$ cat src/core/hst_defines.svh
// Timing, field position and code constants for the host serial transport
`ifndef HST_DEFINES_SVH
`define HST_DEFINES_SVH
`define HST_CLK_HZ    200000000
`define HST_BAUD      115200
`define HST_BIT_CYC   (`HST_CLK_HZ / `HST_BAUD)
`define HST_HALF_CYC  (`HST_BIT_CYC / 2)
`define HST_CNT_W     11
`define HST_FIFO_D    8
`define HST_CFG_WAIT  2'h3
`define HST_SY_RX     0
`define HST_SY_CTS    1
`define HST_SY_HR     2
`define HST_SY_TS     3
`define HST_SY_XP     4
`define HST_STAT_OK   8'h00
`define HST_STAT_FAIL 8'h01
`define HST_STAT_BAD  8'h02
`endif

$ cat src/core/hst_pkg.sv
// Types and typed constants for the host serial transport
`default_nettype none
package hst_pkg;
`include "hst_defines.svh"
    typedef logic [`HST_CNT_W-1:0] hst_cnt_t;
    localparam hst_cnt_t HST_BIT_CNT  = hst_cnt_t'(`HST_BIT_CYC - 1);
    localparam hst_cnt_t HST_HALF_CNT = hst_cnt_t'(`HST_HALF_CYC - 1);
    typedef enum logic [3:0] {
        BS_IDLE = 4'h1, BS_START = 4'h2, BS_DATA = 4'h4, BS_STOP = 4'h8
    } hst_bit_e;
    typedef enum logic [5:0] {
        HS_RSTIND = 6'h01, HS_IDLE = 6'h02, HS_RECV = 6'h04,
        HS_EXEC = 6'h08, HS_SEND = 6'h10, HS_DONE = 6'h20
    } hst_hs_e;
    typedef enum logic [7:0] {
        status_success       = `HST_STAT_OK,
        status_failure       = `HST_STAT_FAIL,
        status_bad_parameter = `HST_STAT_BAD
    } hst_status_e;
    typedef struct packed {
        logic [4:0]  s1;
        logic [4:0]  s2;
        logic [1:0]  cfg_cnt;
        logic        cfg_done;
        logic        spi_mode;
        logic        xtal;
        hst_bit_e    rx_st;
        hst_cnt_t    rx_cnt;
        logic [2:0]  rx_bit;
        logic [7:0]  rx_sh;
        logic        hold_v;
        logic [7:0]  hold;
        hst_hs_e     hs;
        logic        slave_rdy;
        logic        exec;
        logic        sleep;
        hst_status_e status;
        logic        soft_rst;
    } hst_main_s;
endpackage : hst_pkg
`default_nettype wire

$ cat src/core/hst_stream_if.sv
// Valid/ready word stream carrier between the transport modules
`timescale 1ns/1ps
`default_nettype none
interface hst_stream_if #(
    parameter int W = 8   // Word width
);
    logic         valid;  // Word offered
    logic         ready;  // Word taken
    logic [W-1:0] data;   // Word
    modport src (output valid, output data, input ready);
    modport snk (input valid, input data, output ready);
endinterface : hst_stream_if
`default_nettype wire

$ cat src/core/hst_top.sv
// Top of the host serial transport: pins, config, handshake, receiver
`timescale 1ns/1ps
`default_nettype none
`include "hst_defines.svh"
module hst_top
    import hst_pkg::*;
#(
    parameter int FIFO_D = `HST_FIFO_D  // Receive FIFO depth
) (
    input  wire logic       clk,                  // 200 MHz clock
    input  wire logic       srst,                 // Sync reset, high
    input  wire logic       clk_en,               // Freezes state when low
    input  wire logic       transport_select_pin, // High SPI, low serial
    input  wire logic       crystal_present_pin,  // Sleep crystal fitted
    input  wire logic       end_device_cfg,       // Configured as end device
    input  wire logic       uart_rxd,             // Serial in pin
    output logic            uart_txd,             // Serial out pin
    input  wire logic       clear_to_send_in_n,   // Host clears us, low
    output logic            receive_ready_out_n,  // We can take a byte, low
    input  wire logic       rx_enable,            // Reception enabled
    input  wire logic       host_ready_line_n,    // Host ready pin, low
    output logic            slave_ready_line,     // Slave ready pin
    input  wire logic       spi_frame_done,       // Request frame received
    input  wire logic       spi_frame_sync,       // That frame is synchronous
    input  wire logic       func_done,            // Response frame built
    input  wire logic       func_ok,              // Function succeeded
    input  wire logic       func_bad_param,       // Parameter rejected
    input  wire logic       rsp_sent,             // Response clocked out
    input  wire logic       ind_fetched,          // Reset indication polled
    input  wire logic       reset_request_msg,    // Reset message decoded
    output logic            exec_start,           // Run requested function
    output logic [7:0]      status_byte,          // Status of last function
    output logic            sleep_req,            // Enter low-power state
    output logic            spi_mode,             // SPI transport chosen
    output logic            crystal_present,      // Sampled crystal pin
    output logic            cfg_valid,            // Pins have been sampled
    output logic [7:0]      rx_data,              // Received byte
    output logic            rx_valid,             // Received byte offered
    input  wire logic       rx_ready,             // Received byte taken
    input  wire logic [7:0] tx_data,              // Byte to send
    input  wire logic       tx_valid,             // Byte to send offered
    output logic            tx_ready              // Byte to send taken
);
    localparam hst_main_s MAIN_RST = '{rx_st: BS_IDLE, hs: HS_IDLE,
        status: status_success, slave_rdy: 1'b1, default: '0};

    hst_main_s q;            // State
    hst_main_s next_q;       // Next state
    logic      rst_all;      // Pin or message reset
    logic      uart_active;  // Serial transport in use
    logic      host_act;     // Host ready asserted
    logic      rx_bit_end;   // Last cycle of a received bit
    logic      tx_busy;      // Sender has a character

    hst_stream_if #(.W(8)) rxq_in ();   // Holding register to FIFO
    hst_stream_if #(.W(8)) rxq_out ();  // FIFO to user
    hst_stream_if #(.W(8)) txs ();      // User to sender

    // Reset from the pin or from a reset request message
    assign rst_all     = srst || q.soft_rst;
    assign uart_active = q.cfg_done && !q.spi_mode;
    assign host_act    = !q.s2[`HST_SY_HR];

    // Output wiring from state
    assign slave_ready_line = q.slave_rdy;
    assign exec_start       = q.exec;
    assign status_byte      = q.status;
    assign sleep_req        = q.sleep;
    assign spi_mode         = q.spi_mode;
    assign crystal_present  = q.xtal;
    assign cfg_valid        = q.cfg_done;

    // Ready to receive only while holding register is empty
    assign receive_ready_out_n = !(uart_active && rx_enable && !q.hold_v);

    // Receive path: holding register into FIFO into user
    assign rxq_in.valid  = q.hold_v;
    assign rxq_in.data   = q.hold;
    assign rx_valid      = rxq_out.valid;
    assign rx_data       = rxq_out.data;
    assign rxq_out.ready = rx_ready;

    // Transmit path, independent of the receiver
    assign txs.valid = tx_valid;
    assign txs.data  = tx_data;
    assign tx_ready  = txs.ready;

    // Receive FIFO
    hst_fifo #(
        .W (8),
        .D (FIFO_D)
    ) u_rx_fifo (
        .clk    (clk),
        .srst   (rst_all),
        .clk_en (clk_en),
        .wr     (rxq_in),
        .rd     (rxq_out)
    );

    // Character sender, gated by synchronised clear to send
    hst_uart_tx u_tx (
        .clk    (clk),
        .srst   (rst_all),
        .clk_en (clk_en),
        .enable (uart_active),
        .cts_n  (q.s2[`HST_SY_CTS]),
        .txs    (txs),
        .txd    (uart_txd),
        .busy   (tx_busy)
    );

    // Next-state logic for the whole block
    always_comb begin
        next_q          = q;
        next_q.soft_rst = 1'b0;
        next_q.exec     = 1'b0;
        rx_bit_end      = (q.rx_cnt == HST_BIT_CNT);

        // Two-stage pin synchronisers
        next_q.s1 = {crystal_present_pin, transport_select_pin,
                     host_ready_line_n, clear_to_send_in_n, uart_rxd};
        next_q.s2 = q.s1;

        // Sample config pins once the synchronisers have filled
        if (!q.cfg_done) begin
            if (q.cfg_cnt == `HST_CFG_WAIT) begin
                next_q.cfg_done = 1'b1;
                next_q.spi_mode = q.s2[`HST_SY_TS];
                next_q.xtal     = q.s2[`HST_SY_XP];
                if (q.s2[`HST_SY_TS]) begin
                    // Announce pending reset indication
                    next_q.hs        = HS_RSTIND;
                    next_q.slave_rdy = 1'b0;
                end
            end else begin
                next_q.cfg_cnt = q.cfg_cnt + 2'h1;
            end
        end

        // SPI handshake; serial transport leaves slave ready idle
        if (q.cfg_done && q.spi_mode) begin
            unique case (q.hs)
                HS_RSTIND: begin
                    // Low until the host polls the indication
                    next_q.slave_rdy = 1'b0;
                    if (ind_fetched) begin
                        next_q.hs        = HS_IDLE;
                        next_q.slave_rdy = 1'b1;
                        next_q.sleep     = end_device_cfg;
                    end
                end
                HS_IDLE: begin
                    // Host asserting ready starts a transaction
                    if (host_act) begin
                        next_q.hs    = HS_RECV;
                        next_q.slave_rdy = 1'b0;
                        next_q.sleep = 1'b0;
                    end
                end
                HS_RECV: begin
                    // Frame in progress
                    if (spi_frame_done) begin
                        if (spi_frame_sync) begin
                            next_q.hs   = HS_EXEC;
                            next_q.exec = 1'b1;
                        end else begin
                            next_q.hs        = HS_DONE;
                            next_q.slave_rdy = 1'b1;
                        end
                    end
                end
                HS_EXEC: begin
                    // Slave ready stays low until response built
                    if (func_done) begin
                        next_q.hs   = HS_SEND;
                        next_q.slave_rdy = 1'b1;
                        if (func_ok) begin
                            next_q.status = status_success;
                        end else if (func_bad_param) begin
                            next_q.status = status_bad_parameter;
                        end else begin
                            next_q.status = status_failure;
                        end
                    end
                end
                HS_SEND: begin
                    // Host clocks the whole response out
                    if (rsp_sent) begin
                        next_q.hs = HS_DONE;
                    end
                end
                HS_DONE: begin
                    // Wait for host to release its ready line
                    if (!host_act) begin
                        next_q.hs = HS_IDLE;
                    end
                end
            endcase
        end

        // Serial receiver, sampled mid-bit
        next_q.rx_cnt = q.rx_cnt + 1'b1;
        unique case (q.rx_st)
            BS_IDLE: begin
                next_q.rx_cnt = '0;
                if (uart_active && rx_enable && !q.s2[`HST_SY_RX]) begin
                    next_q.rx_st = BS_START;
                end
            end
            BS_START: begin
                // Confirm start bit at its middle
                if (q.rx_cnt == HST_HALF_CNT) begin
                    next_q.rx_cnt = '0;
                    next_q.rx_bit = '0;
                    next_q.rx_st  = q.s2[`HST_SY_RX] ? BS_IDLE : BS_DATA;
                end
            end
            BS_DATA: begin
                // Shift in LSB first
                if (rx_bit_end) begin
                    next_q.rx_cnt = '0;
                    next_q.rx_sh  = {q.s2[`HST_SY_RX], q.rx_sh[7:1]};
                    next_q.rx_bit = q.rx_bit + 3'h1;
                    if (q.rx_bit == 3'h7) begin
                        next_q.rx_st = BS_STOP;
                    end
                end
            end
            BS_STOP: begin
                // Keep byte only on a good stop bit
                if (rx_bit_end) begin
                    next_q.rx_st = BS_IDLE;
                    if (q.s2[`HST_SY_RX] && !q.hold_v) begin
                        next_q.hold_v = 1'b1;
                        next_q.hold   = q.rx_sh;
                    end
                end
            end
        endcase

        // Holding register empties into the FIFO
        if (q.hold_v && rxq_in.ready) begin
            next_q.hold_v = 1'b0;
        end

        // Reset request message takes effect next cycle
        if (reset_request_msg) begin
            next_q.soft_rst = 1'b1;
        end
    end

    // State register
    always_ff @(posedge clk) begin
        if (rst_all) begin
            q <= MAIN_RST;
        end else if (clk_en) begin
            q <= next_q;
        end
    end
endmodule : hst_top
`default_nettype wire

$ cat src/core/hst_fifo.sv
// Flip-flop FIFO with valid/ready on both sides
`timescale 1ns/1ps
`default_nettype none
module hst_fifo #(
    parameter int W = 8,    // Word width
    parameter int D = 8     // Depth in words
) (
    input wire logic  clk,    // Clock
    input wire logic  srst,   // Sync reset
    input wire logic  clk_en, // Clock enable
    hst_stream_if.snk wr,     // Filling side
    hst_stream_if.src rd      // Draining side
);
    localparam int AW = (D > 1) ? $clog2(D) : 1;
    localparam logic [AW:0] FULL = (AW+1)'(D);
    typedef struct packed {
        logic [D-1:0][W-1:0] mem;
        logic [AW-1:0]       wp;
        logic [AW-1:0]       rp;
        logic [AW:0]         cnt;
    } hst_fifo_s;
    hst_fifo_s q;       // State
    hst_fifo_s next_q;  // Next state
    logic      push;    // Word enters
    logic      pop;     // Word leaves
    // Honest full and empty from the fill count
    assign wr.ready = (q.cnt != FULL);
    assign rd.valid = (q.cnt != '0);
    assign rd.data  = q.mem[q.rp];
    // Pointer and count update
    always_comb begin
        push   = wr.valid && wr.ready;
        pop    = rd.valid && rd.ready;
        next_q = q;
        if (push) begin
            next_q.mem[q.wp] = wr.data;
            next_q.wp = (q.wp == AW'(D-1)) ? '0 : q.wp + 1'b1;
        end
        if (pop) begin
            next_q.rp = (q.rp == AW'(D-1)) ? '0 : q.rp + 1'b1;
        end
        next_q.cnt = q.cnt + {{AW{1'b0}}, push} - {{AW{1'b0}}, pop};
    end
    // State register
    always_ff @(posedge clk) begin
        if (srst) begin
            q <= '0;
        end else if (clk_en) begin
            q <= next_q;
        end
    end
endmodule : hst_fifo
`default_nettype wire

$ cat src/core/hst_uart_tx.sv
// Serial character sender with clear-to-send gating
`timescale 1ns/1ps
`default_nettype none
module hst_uart_tx
    import hst_pkg::*;
(
    input wire logic  clk,    // Clock
    input wire logic  srst,   // Sync reset
    input wire logic  clk_en, // Clock enable
    input wire logic  enable, // Serial transport active
    input wire logic  cts_n,  // Synchronised clear to send
    hst_stream_if.snk txs,    // Bytes to send
    output logic      txd,    // Serial out, idle high
    output logic      busy    // Character in flight
);
    typedef struct packed {
        hst_bit_e   st;
        hst_cnt_t   cnt;
        logic [2:0] bit_i;
        logic [7:0] sh;
        logic       txd;
    } hst_tx_s;
    localparam hst_tx_s TX_RST = '{st: BS_IDLE, txd: 1'b1, default: '0};
    hst_tx_s q;       // State
    hst_tx_s next_q;  // Next state
    logic    bit_end; // Last cycle of a bit
    // Accept only when idle and the host clears us
    assign txs.ready = (q.st == BS_IDLE) && enable && !cts_n;
    assign txd       = q.txd;
    assign busy      = (q.st != BS_IDLE);
    // Start, eight data bits LSB first, stop
    always_comb begin
        next_q  = q;
        bit_end = (q.cnt == HST_BIT_CNT);
        next_q.cnt = bit_end ? '0 : q.cnt + 1'b1;
        unique case (q.st)
            BS_IDLE: begin
                next_q.cnt = '0;
                if (txs.valid && txs.ready) begin
                    next_q.sh  = txs.data;
                    next_q.txd = 1'b0;
                    next_q.st  = BS_START;
                end
            end
            BS_START: begin
                if (bit_end) begin
                    next_q.txd   = q.sh[0];
                    next_q.bit_i = '0;
                    next_q.st    = BS_DATA;
                end
            end
            BS_DATA: begin
                if (bit_end) begin
                    next_q.sh    = {1'b1, q.sh[7:1]};
                    next_q.txd   = q.sh[1];
                    next_q.bit_i = q.bit_i + 3'h1;
                    if (q.bit_i == 3'h7) begin
                        next_q.txd = 1'b1;
                        next_q.st  = BS_STOP;
                    end
                end
            end
            BS_STOP: begin
                if (bit_end) begin
                    next_q.st = BS_IDLE;
                end
            end
        endcase
    end
    // State register
    always_ff @(posedge clk) begin
        if (srst) begin
            q <= TX_RST;
        end else if (clk_en) begin
            q <= next_q;
        end
    end
endmodule : hst_uart_tx
`default_nettype wire

$ cat config.mk
export PLATFORM = sky130hd
export DESIGN_NAME = hst_top
export DESIGN_NICKNAME = d
export VERILOG_FILES = /design/src/core/hst_pkg.sv /design/src/core/hst_stream_if.sv /design/src/core/hst_top.sv /design/src/core/hst_fifo.sv /design/src/core/hst_uart_tx.sv
export VERILOG_INCLUDE_DIRS = /design/src /design/src/core
export SDC_FILE = /design/constraint.sdc
export NUM_CORES = 1
export LEC_CHECK = 0
export ABC_AREA = 1
export BUFFER_PORTS_ARGS = -buffer_cell sky130_fd_sc_hd__buf_4
export CAP_MARGIN = 20
export CORE_AREA = 2 2 136 138
export CTS_CLUSTER_SIZE = 14
export DETAILED_ROUTE_END_ITERATION = 8
export DIE_AREA = 0 0 138 140
export SLEW_MARGIN = 20
export SYNTH_ARGS = -nofsm -noshare
export SYNTH_HDL_FRONTEND = slang
export SYNTH_SLANG_ARGS = --single-unit
$ cat constraint.sdc
create_clock -name clk -period 3 [get_ports clk]
set_clock_uncertainty 0.15 [all_clocks]
set_input_delay 0.15 -clock clk [delete_from_list [all_inputs] [get_ports clk]]
set_output_delay 0.15 -clock clk [all_outputs]
set_load 0.02 [all_outputs]
==> run metrics <==
status completed; drt pass-1 iters 5; Std-Cell Rows 49; largest net degree at the start of global routing 58; gpl congestion 0.890; setup bufs post-CTS 0; initial antenna violation count 0; CTS resizes 0; Avg Cell Area, Syn 7.24 µm²; met3 wire len 669 µm; antenna viol nets, final 0; Rel. slew slack 52.7%; Max-Cap Viols 0; CTS Hold Buffers Added 29; RSZ-0062 raised after global routing no; count of different cell masters after synthesis 43; Met1 Wirelength 9.17 mm; vias 7013; sequential share of the synthesized area 41.6%; worst vdd ir 0.384 mV; Slew Viols, Final 0; leading area contributor after synthesis dfxtp_1; total gr overflow 0; total CTS buffers 17; Syn Std Cell Area 7850 µm²; Final nets 1187; Worst-Skew Late Latency 0.43 ns; Final Hold Fails 0; crit path DAT 2.58 ns; Crit Path Max Fanout 4; Top Metal Used met4; DR iter-0 viols 383; CTS max path bufs 2; EDFF count, synth 0; initial core utilization 44.2%; synth top area cells dfxtp_1 42%, o21ai_0 9.9%, a21oi_1 9.1%, nand2_1 7.4%, nor2_1 6.5%; # DRC 0; YS warnings 0; Crit Path Class reg -> reg; Tmin final 2.41 ns; crit path launch type flop; WL/cell 13.4 µm; setup tns final 0 ns; DIE AREA 19300 µm²; Synth Flop Type dfxtp_1; cells after synthesis 1084; die height 140 µm; Worst Hold Slack 0.0530 ns; dominant cell by count in the synthesized netlist dfxtp_1; Tcrit/Tclk final 80.2%; port bufs 47; layout cells sized above 1 11.1%; Sink Count 163; CTS tree yes; CP Data Required Time 3.17 ns; top cell type's share of synthesized area 41.6%; final WL 18.5 mm; pre-CTS setup slack 0.607 ns; Setup Viol. Count Final 0; IO Count 54; met2 WL post-DR 8.51 mm; H-tree depth 4; Power per Cell Area 549 nW/µm²; Setup crit end kind flop; P_leak 3.82 nW; commonest cells in the netlist 163 x dfxtp_1, 155 x o21ai_0, 154 x nand2_1; Synth Register Bits 163; Hold Path Class in -> reg; global-route wire length before repair 30.9 mm; vias per std cell 5.07; fin worst setup slack 0.593 ns; async set-reset flop share out of synthesis 0%; CTS Root Cell clkbuf_16; Core ar. 17800 µm²; DIE WIDTH 138 µm; GRT Total Usage 19.3%; vias in the first global route 6450; synthesis-to-layout area growth 16.8%; measured slew at the worst slew-check pin 0.709 ns; clk slew on worst S/H paths 0.06 ns; Detail Placement HPWL 11.9 mm; FMAX 416 MHz; Antenna diodes 0
==> critical path: stages (launching register included) <==
cell and delay (ns):
dfxtp_1 0.30, inv_1 0.08, ha_1 0.22, a21boi_0 0.31, ha_1 0.30, inv_1 0.06, ha_1 0.15, inv_1 0.05
fa_1 0.37, xnor2_1 0.13, o21ai_0 0.13, inv_1 0.05
==> path summary, 6_finish.rpt <==
kind                                startpoint             end  slack, ns  cells after the start
worst max register to register  u_rx_fifo.q[2]  u_rx_fifo.q[2]       0.59                     11
worst min register to register       u_tx.q[7]       u_tx.q[7]       0.30                      2
worst max-delay path            u_rx_fifo.q[2]  u_rx_fifo.q[2]       0.59                     11
worst min-delay path               ind_fetched       sleep_req       0.05                      5
==> layer usage <==
| metal | up-vias | global-route usage (%) |
|---|---|---|
| met3 | 12 | 3.49 |
| li1 | 3725 | - |
| met2 | 121 | 32.6 |
| met1 | 3155 | 25.4 |
| met5 | - | 0 |
| met4 | 0 | 5.91 |
==> flip-flops by register name, indices dropped and copies added, names as in the netlist, 2 cells and up <==
signal,count
u_rx_fifo.q,74
q,40
u_tx.q,26
rxq_in.data,8
next_q,5
status_byte,2
==> power by group <==
part,switching (W),internal (W)
clock network,0.000900,0.00127
registers,0.0000334,0.00221
logic,0.000387,0.000235
total,0.00132,0.00371
==> layout make-up <==
| class | count | area, µm² |
|---|---|---|
| clock inverter | 12 | 133 |
| sequential | 163 | 3260 |
| clock buffer | 20 | 457 |
| inverter | 107 | 404 |
| fill | 1748 | 8610 |
| multi-input combinational | 765 | 3890 |
| timing repair buffer | 87 | 738 |
| tap | 229 | 287 |
==> cell families after synthesis <==
family | synth area share [%]
compound gates | 22.6
xor+xnor | 1.00
fa+ha+maj | 2.96
buf+inv | 9.23
flops | 41.6
other cells | 0.0478
simple gates | 22.6
==> metrics by stage <==
stage | cell area, µm² | power [W] | cells | utilization [%]
floorplan | 7870 | 0.00271 | 1089 | -
global placement | 8290 | 0.00288 | 1322 | 46.6
detailed placement | 8290 | 0.00289 | 1322 | 46.6
CTS | 9170 | 0.00508 | 1383 | 51.6
global route | 9170 | 0.00525 | 1383 | 51.6
finish | 9170 | 0.00503 | 1383 | 51.6
==> placed cells by master (no fill, tap or decap), types with 3 or more instances in the layout <==
cell	count
nor2_1	137
xor2_1	5
dlygate4sd3_1	29
nor3b_1	3
a31oi_1	10
nand4_1	12
clkbuf_16	17
nor2_2	6
dfxtp_1	163
nand3_2	6
nor3_1	11
xnor2_1	4
clkinv_4	4
inv_1	93
inv_2	3
conb_1	6
nand2_1	154
o22ai_1	10
a21oi_1	143
clkinvlp_4	3
nor3_2	3
o21ai_1	12
clkinv_1	10
ha_1	17
nor2_4	10
nand3_1	41
clkinv_2	3
buf_4	57
o21ai_0	155
a211oi_1	4
No activity file was read; power rests on OpenSTA's default activity.
